[config.mk]
export PLATFORM = sky130hd
export DESIGN_NAME = mir_core
export DESIGN_NICKNAME = d
export VERILOG_FILES = /design/src/common/mir_pkg.sv /design/src/core/mir_core.sv
export VERILOG_INCLUDE_DIRS = /design/src /design/src/common
export SDC_FILE = /design/constraint.sdc
export NUM_CORES = 1
export LEC_CHECK = 0
export BUFFER_PORTS_ARGS = -buffer_cell sky130_fd_sc_hd__buf_2
export CAP_MARGIN = 10
export CORE_ASPECT_RATIO = 0.5
export CORE_MARGIN = 5
export CORE_UTILIZATION = 52
export CTS_CLUSTER_DIAMETER = 30
export DETAILED_ROUTE_END_ITERATION = 6
export PLACE_DENSITY = 0.86
export SYNTH_ARGS = -nofsm -noshare
export SYNTH_HDL_FRONTEND = slang
export SYNTH_SLANG_ARGS = --single-unit
[constraint.sdc]
create_clock -name clk -period 16.1 [get_ports clk]
set_input_delay 4.025 -clock clk [delete_from_list [all_inputs] [get_ports clk]]
set_output_delay 4.025 -clock clk [all_outputs]
set_load 0.05 [all_outputs]
[src/common/mir_params.svh]
// layout constants and settle cycle count of the maskable interrupt request logic
`ifndef MIR_PARAMS_SVH
`define MIR_PARAMS_SVH
`define MIR_NSRC 8
`define MIR_LVL_W 3
`define MIR_ACK_ADDR 20'h0_0000
`define MIR_SP_RESET 16'h0000
`define MIR_FLAG_BIT 3
`define MIR_SETTLE_CYC 3
`endif

[src/common/mir_pkg.sv]
// types of the maskable interrupt request logic
`default_nettype none
`include "mir_params.svh"
package mir_pkg;
    typedef logic [`MIR_NSRC-1:0] mir_vec_type;
    typedef logic [2:0] mir_idx_type;
    typedef logic [`MIR_LVL_W-1:0] mir_lvl_type;
    // kinds of write to an interrupt control register
    typedef enum logic [1:0] {
        MIR_WR_MOVE,
        MIR_WR_BITOP,
        MIR_WR_RMW
    } mir_wr_kind_type;
    // one core bus cycle
    typedef struct packed {
        logic rd;
        logic [19:0] addr;
    } mir_bus_type;
    // control register write request
    typedef struct packed {
        logic wr;
        mir_idx_type idx;
        mir_wr_kind_type kind;
        logic [7:0] data;
    } mir_ctl_wr_type;
    // interrupt information fetched by the core
    typedef struct packed {
        logic valid;
        mir_idx_type num;
        mir_lvl_type lvl;
    } mir_info_type;
endpackage
`default_nettype wire

[src/core/mir_core.sv]
// maskable interrupt request logic: flags, priority, acknowledge, enable
//
// Contract
// - acknowledge fetch from address zero returns number, level; clears that flag
// - any read of address zero clears highest-priority enabled pending flag
// - reset clears the stack pointer to zero
// - changing source, polarity or timing may set the pending flag
// - bit-op writes keep a request arriving during the write
// - a full-register move writing zero clears the pending flag
// - no maskable interrupt accepted while the global enable flag is 0
// - enable-flag set waits for pending control writes to settle
`default_nettype none
`include "mir_params.svh"
module mir_core
    import mir_pkg::*;
(
    // clock and reset
    input wire logic clk,
    input wire logic rst_b,
    // peripheral request strobes and source-change strobes
    input wire mir_vec_type src_req,
    input wire mir_vec_type src_change,
    // core bus
    input wire mir_bus_type bus,
    input wire mir_ctl_wr_type ctl_wr,
    input wire logic gie_set,
    input wire logic gie_clr,
    input wire logic sp_wr,
    input wire logic [15:0] sp_wdata,
    // towards the core
    output logic irq,
    output mir_info_type info,
    output logic gie,
    output logic [15:0] stack_pointer_reg,
    output mir_vec_type request_pending_flag
);
    // control register: [3] flag, [2:0] level; level 0 masks
    mir_vec_type flag_q, flag_d;
    mir_lvl_type lvl_q [`MIR_NSRC];
    mir_lvl_type lvl_d [`MIR_NSRC];
    logic gie_q, gie_d;
    logic gie_pend_q, gie_pend_d;
    logic [1:0] settle_q, settle_d;
    logic [15:0] sp_q, sp_d;
    mir_info_type info_q, info_d;
    // combinational helpers
    logic found;
    mir_idx_type win;
    mir_lvl_type win_lvl;
    logic ack_rd;
    logic wr_any;

    // a level of zero means the source is masked off
    function automatic logic lvl_enabled(input mir_lvl_type lvl);
        return lvl != '0;
    endfunction

    // strictly higher level wins; equal levels keep the earlier pick
    function automatic logic outranks(input mir_lvl_type cand,
            input mir_lvl_type best);
        return lvl_enabled(cand) && cand > best;
    endfunction

    // a read cycle on the interrupt information address
    function automatic logic is_info_read(input mir_bus_type b);
        return b.rd && b.addr == `MIR_ACK_ADDR;
    endfunction

    // does this write to source i drop a same-cycle request
    function automatic logic drops_req(input mir_ctl_wr_type w,
            input mir_idx_type i);
        return w.wr && w.idx == i && w.kind == MIR_WR_RMW;
    endfunction

    // higher level wins, lower index breaks ties; a fixed scan keeps
    // the choice stable while several requests wait
    always_comb begin
        found = 1'b0;
        win = '0;
        win_lvl = '0;
        for (int i = 0; i < `MIR_NSRC; i++) begin
            if (flag_q[i] && outranks(lvl_q[i], win_lvl)) begin
                found = 1'b1;
                win = mir_idx_type'(i);
                win_lvl = lvl_q[i];
            end
        end
    end

    // the core's fetch and a stray program read look the same here,
    // so both consume the winning request
    assign ack_rd = is_info_read(bus);
    assign wr_any = ctl_wr.wr;

    // pending flags: acknowledge clears, move writes, requests set last
    always_comb begin
        flag_d = flag_q;
        if (ack_rd && found) begin
            flag_d[win] = 1'b0;
        end
        // only a move may clear; bit ops leave the flag alone
        if (wr_any && ctl_wr.kind == MIR_WR_MOVE) begin
            flag_d[ctl_wr.idx] = ctl_wr.data[`MIR_FLAG_BIT];
        end
        // set wins over clear, except a rmw rewrite of the same
        // register, which writes the old flag back over the request
        for (int i = 0; i < `MIR_NSRC; i++) begin
            if (src_req[i] || src_change[i]) begin
                if (!drops_req(ctl_wr, mir_idx_type'(i))) begin
                    flag_d[i] = 1'b1;
                end
            end
        end
    end

    // pending flags register
    always_ff @(posedge clk) begin
        if (!rst_b) begin
            flag_q <= '0;
        end else begin
            flag_q <= flag_d;
        end
    end

    // priority levels follow every write kind
    always_comb begin
        lvl_d = lvl_q;
        if (wr_any) begin
            lvl_d[ctl_wr.idx] = ctl_wr.data[`MIR_LVL_W-1:0];
        end
    end

    // priority levels register
    always_ff @(posedge clk) begin
        if (!rst_b) begin
            for (int i = 0; i < `MIR_NSRC; i++) begin
                lvl_q[i] <= '0;
            end
        end else begin
            lvl_q <= lvl_d;
        end
    end

    // settle counter restarts on every control write
    always_comb begin
        settle_d = settle_q;
        if (wr_any) begin
            settle_d = 2'(`MIR_SETTLE_CYC);
        end else if (settle_q != '0) begin
            settle_d = settle_q - 2'd1;
        end
    end

    // enable set is held back until control writes have settled, so a
    // too-early set cannot let a stale request through; clear wins
    always_comb begin
        gie_d = gie_q;
        gie_pend_d = gie_pend_q;
        if (gie_clr) begin
            gie_d = 1'b0;
            gie_pend_d = 1'b0;
        end else if (gie_set || gie_pend_q) begin
            if (settle_d == '0 && !wr_any) begin
                gie_d = 1'b1;
                gie_pend_d = 1'b0;
            end else begin
                gie_pend_d = 1'b1;
            end
        end
    end

    // settle and enable registers
    always_ff @(posedge clk) begin
        if (!rst_b) begin
            settle_q <= '0;
            gie_q <= 1'b0;
            gie_pend_q <= 1'b0;
        end else begin
            settle_q <= settle_d;
            gie_q <= gie_d;
            gie_pend_q <= gie_pend_d;
        end
    end

    // stack pointer: software must load it before the first acknowledge
    always_comb begin
        sp_d = sp_q;
        if (sp_wr) begin
            sp_d = sp_wdata;
        end
    end

    // stack pointer register
    always_ff @(posedge clk) begin
        if (!rst_b) begin
            sp_q <= `MIR_SP_RESET;
        end else begin
            sp_q <= sp_d;
        end
    end

    // information word, valid for one cycle after the fetch
    always_comb begin
        info_d = '0;
        if (ack_rd && found) begin
            info_d = '{valid: 1'b1, num: win, lvl: win_lvl};
        end
    end

    // information register
    always_ff @(posedge clk) begin
        if (!rst_b) begin
            info_q <= '0;
        end else begin
            info_q <= info_d;
        end
    end

    // outputs straight from the registers, except irq, which gates the combinational winner search with the enable
    assign irq = gie_q && found;
    assign info = info_q;
    assign gie = gie_q;
    assign stack_pointer_reg = sp_q;
    assign request_pending_flag = flag_q;
endmodule
`default_nettype wire

# Yosys cells after proc, flatten, opt, wreduce, memory -nomap -nowiden
# Index checks and enable logic that the tools add are counted.
# word_totals
reg_bits,59
inputBits,72
out_inout_bits,33
wordCells,162
# classes
add_sub_neg,1
order_cmp,14
eq_ne,8
mux,53
bitwise_logic,4
reduce_logical,66
# ops
cell,count
2-to-1 mux 3 bit,15
logical AND 1 bit,40
2-to-1 mux 1 bit,28
bitwise mux 24 bit,1
nonzero test 3 bit,8
> comparator 3 bit,7
logical NOT 20 bit,1
2-to-1 mux 8 bit,2
"== test 3 bit, second input constant",4
demux 3 bit (select 3 bit),1
logical OR 1 bit,9
bitwise AND 8 bit,1
bitwise mux 8 bit,1
"less-than comparator 3 x 4 -> 1 bit, second input constant",2
NOT 8 bit,1
2-to-1 mux 7 bit,1
demux 1 bit (select 3 bit),2
"== test 3 x 2 -> 1 bit, second input constant",2
">= comparator 3 x 1 -> 1 bit, second input constant",2
">= comparator 4 bit, second input constant",1
logical NOT 2 bit,2
"less-than comparator 4 x 1 -> 1 bit, second input constant",1
2-to-1 mux 2 bit,2
NOT 3 -> 4 bit,1
10 further kinds,11

# Longest topological paths before layout
# logic_depth
depth_word,43
depth_mapped,54

# Least setup slack after synthesis
# Ideal clock, no wire load.
# synth_path
path_kind,reg-to-output
startpoint,register flag_q[0] (netlist: request_pending_flag[0])
endpoint,output irq
arrival_time_ns,10.538
required_time_ns,12.075
path_slack_ns,1.537
path_stages_with_launch,49
path_buffers,1
path_cell_list,dfxtp_1 nand2_1 ha_1 nor2b_1 o211a_1 buf_6 nand2_1 o21ai_0 ha_1 nor2_1 a221oi_2 o32ai_1 nand2_1 mux2_2 ha_1 nor2_1 nor2_1 or4_1 [... 13 more ...] maj3_1 nand2b_1 o21a_1 o211ai_1 nand2_1 ha_1 nand3_1 o311ai_0 a21oi_1 inv_1 o211ai_1 and2_1 ha_1 nand3_1 o311a_1 o21ai_1 and2_1 a41oi_1
# synth_via
elab_chain_len,31
# synth_rtl
element,line_no,rtl
start: declaration,mir_core.sv:38,"mir_vec_type flag_q, flag_d;"
start signal: assignment,mir_core.sv:121,flag_q <= flag_d;
logical AND 1 bit (*),mir_core.sv:82,"if (flag_q[i] && outranks(lvl_q[i], win_lvl)) begin"
2-to-1 mux 3 bit,mir_core.sv:82,
> comparator 3 bit,mir_core.sv:61,return lvl_enabled(cand) && cand > best;
logical AND 1 bit,mir_core.sv:61,
logical AND 1 bit,mir_core.sv:82,
2-to-1 mux 3 bit,mir_core.sv:82,
> comparator 3 bit,mir_core.sv:61,
logical AND 1 bit,mir_core.sv:61,
[... 15 more ...],--,
logical AND 1 bit,mir_core.sv:61,
logical AND 1 bit,mir_core.sv:82,
2-to-1 mux 3 bit,mir_core.sv:82,
> comparator 3 bit,mir_core.sv:61,
logical AND 1 bit,mir_core.sv:61,
logical AND 1 bit,mir_core.sv:82,
2-to-1 mux 1 bit (*),mir_core.sv:82,
logical AND 1 bit (*),mir_core.sv:220,assign irq = gie_q && found;
end: declaration,mir_core.sv:31,"output logic irq,"
# Every way passes the cells marked *; elsewhere a longest branch is shown, timed or not.

# Worst setup path in the final report
# Ends and elaborated chain as after synthesis.

==> reports/qor.yml <==
synth:
  synth_nets: 497
  synth-seq-cells: 59
  yosysWarnings: 0
  synth_area_um2: 3530
  synth_top_area_share_pct: 33.4
  async_flop_share_pct: 0
  synth_ff_type: "dfxtp_1"
  synth_edf_count: 0
  syn_inst: 412
  yosys.cell_count.top_type: "dfxtp_1"
  synth.distinct_cells: 60
  synth_top_area_cell: "dfxtp_1"
  yosysSeqAreaShare_pct: 33.4
  ys_top_cells_by_area: "dfxtp_1, mux2i_1, nor2b_1"
  synthTopCellsByCount: "dfxtp_1, nor2b_1, mux2i_1"
  syn_avg_cell_area_um2: 8.58
global_routing:
  grt_pass1_vias: 3375
  antenna_found_initial: 0
  grt_max_degree: 54
  overflow: 0
  track_usage_pct: 23.3
  grt_pass1_wl_um: 16000
clock_tree:
  insertion_delay_ns: 0.33
  cts.sinks: 59
  cts_max_path_buffers: 2
  cts_buffers: 9
  htree_levels: 3
  ctsRootBufferMaster: "clkbuf_16"
  cts_tree: "yes"
  holdBufCountCts: 0
  clkTransAtPathRegs_ns: 0.05
worst_setup_path:
  worst-setup-path-type: "reg2out"
  crit_fanout: 10
  end_kind: "primary output"
  start_kind: "register"
  crit_required_ns: 12.07
  cp_slowest_cell: "dfxtp_1"
  crit_buf_inv: 4
  critPathTopFamily: "compound AO/OA/AOI/OAI gates"
  worstPathArrival_ns: 11.24
  cp_common_cell: "ha_1"
  slowest_delay_ns: 0.47
detailed_routing:
  drc: 0
  wl_per_cell_um: 16.4
  vias: 3504
  antenna_left: 0
  drt_pass1_iterations: 4
  wl_um: 9890
  via_per_inst: 5.83
  drt-initial-drc-count: 234
placed_design:
  dp.final_hpwl_um: 7190
  port_buffers: 100
  gp_congestion: 0.879
finish:
  nets: 590
  largest_register_ffs: 24
  area_growth_syn_to_layout_pct: 24.8
  finish.utilization_pct: 66.3
  antenna_cells: 0
  drive_above_1_share_pct: 27.1
timing:
  fmax_mhz: 65.5
  grt_setup_unrepaired: "false"
  tns_ns: 0
  maxSlewViolCount: 0
  hold_viol: 0
  clock_skew_ns: 0.00647
  worst_pin_slew_ns: 0.815
  layout_min_cycle_time_ns: 15.26
  max_slew_margin_pct: 45.7
  min_period_over_period_pct: 94.8
  setup_viol: 0
power_and_ir_drop:
  power_density_nw_per_um2: 94.7
  p_leak_nw: 2.01
  ir_drop_mv: 0.0587
floorplanning:
  die_height_um: 68.3
  die_w_um: 127
  row_count: 21
  ioPinCount: 105
  die-area_um2: 8640
  start_util_pct: 53.2
  core_um2: 6650
worst_hold_path:
  hp-class: "reg2reg"
outcome:
  status: "complete, no violations"
flow_run:
  drv_cap: 0
cell usage in the layout, fill, tap and decap left out, types with 6 or more instances in the layout:
| cell | synthesis | layout |
|---|---|---|
| o211ai_1 | 6 | 6 |
| nand3b_1 | 6 | 6 |
| o21a_1 | 13 | 13 |
| and2_1 | 6 | 6 |
| inv_1 | 19 | 19 |
| nor2_1 | 22 | 22 |
| o22ai_1 | 9 | 9 |
| buf_2 | 0 | 100 |
| o21ai_0 | 21 | 21 |
| dfxtp_1 | 59 | 59 |
| ha_1 | 13 | 13 |
| nor3_1 | 7 | 7 |
| nand2_1 | 22 | 22 |
| clkbuf_16 | 0 | 9 |
| mux2i_1 | 39 | 39 |
| nor2b_1 | 45 | 45 |
| a21oi_1 | 22 | 22 |
power by group:
group | total, mW | switching (mW) | internal, mW
clock network | 0.197 | 0.0654 | 0.132
logic | 0.0632 | 0.0391 | 0.0241
registers | 0.157 | 0.00539 | 0.152
area by class of cell:
type                    count  area (um2)
fillers                   519        2240
multi-input cells         314        2210
flip-flops and latches     59        1180
repair buffers            102         515
clock buffers              12         267
well taps                  92         115
inverters                  19        71.3
clock inverters             3        46.3
worst min-delay path, cell delays in order, from the launching register on:
cell     delay, ns
dfxtp_1       0.31
inv_1         0.07
a21oi_1       0.06
final timing paths:
path	startpoint	end	slack (ns)	depth (start not counted)
worst min register to register	gie$_SDFFE_PP0P_	gie$_SDFFE_PP0P_	0.49	2
worst min-delay path	gie$_SDFFE_PP0P_	gie$_SDFFE_PP0P_	0.49	2
worst max register to register	request_pending_flag[0]$_SDFF_PN0_	request_pending_flag[1]$_SDFF_PN0_	4.67	52
worst max-delay path	request_pending_flag[0]$_SDFF_PN0_	irq	0.84	50
per-layer routing:
layer / vias to the layer above / global-route usage, % / part of all wire (%)
met5: - / 0 / 0
met4: 0 / 7.09 / 1.7
met3: 19 / 5.77 / 7.1
met2: 137 / 43.2 / 50
met1: 1661 / 27.1 / 42
li1: 1687 / - / -
logic make-up after synthesis:
logic type      after synthesis  synth area share [%]
buf+inv                      39                  4.36
compound gates              115                  22.9
flops                        59                  33.4
mux                          41                  11.7
simple gates                143                  22.4
fa+ha+maj                    15                  5.17
stage by stage:
step / hold WS [ns] / power [mW] / area, um2 / setup WS (ns) / instances
finish: 0.493 / 0.418 / 4410 / 0.839 / 601
global route: 0.529 / 0.432 / 4410 / 0.105 / 601
CTS: 0.494 / 0.418 / 4390 / 0.707 / 601
detailed placement: 0.469 / 0.222 / 4080 / 1.05 / 586
global placement: 0.458 / 0.220 / 4080 / 1.51 / 586
floorplan: 0.468 / 0.203 / 3530 / 1.54 / 412
repair_timing:
item,CTS,global route
endpoints found under the hold margin,0,0
buffers inserted,0,0
setup endpoints to repair,0,1
resized for setup,0,2
No activity file was read; power rests on OpenSTA's default activity.
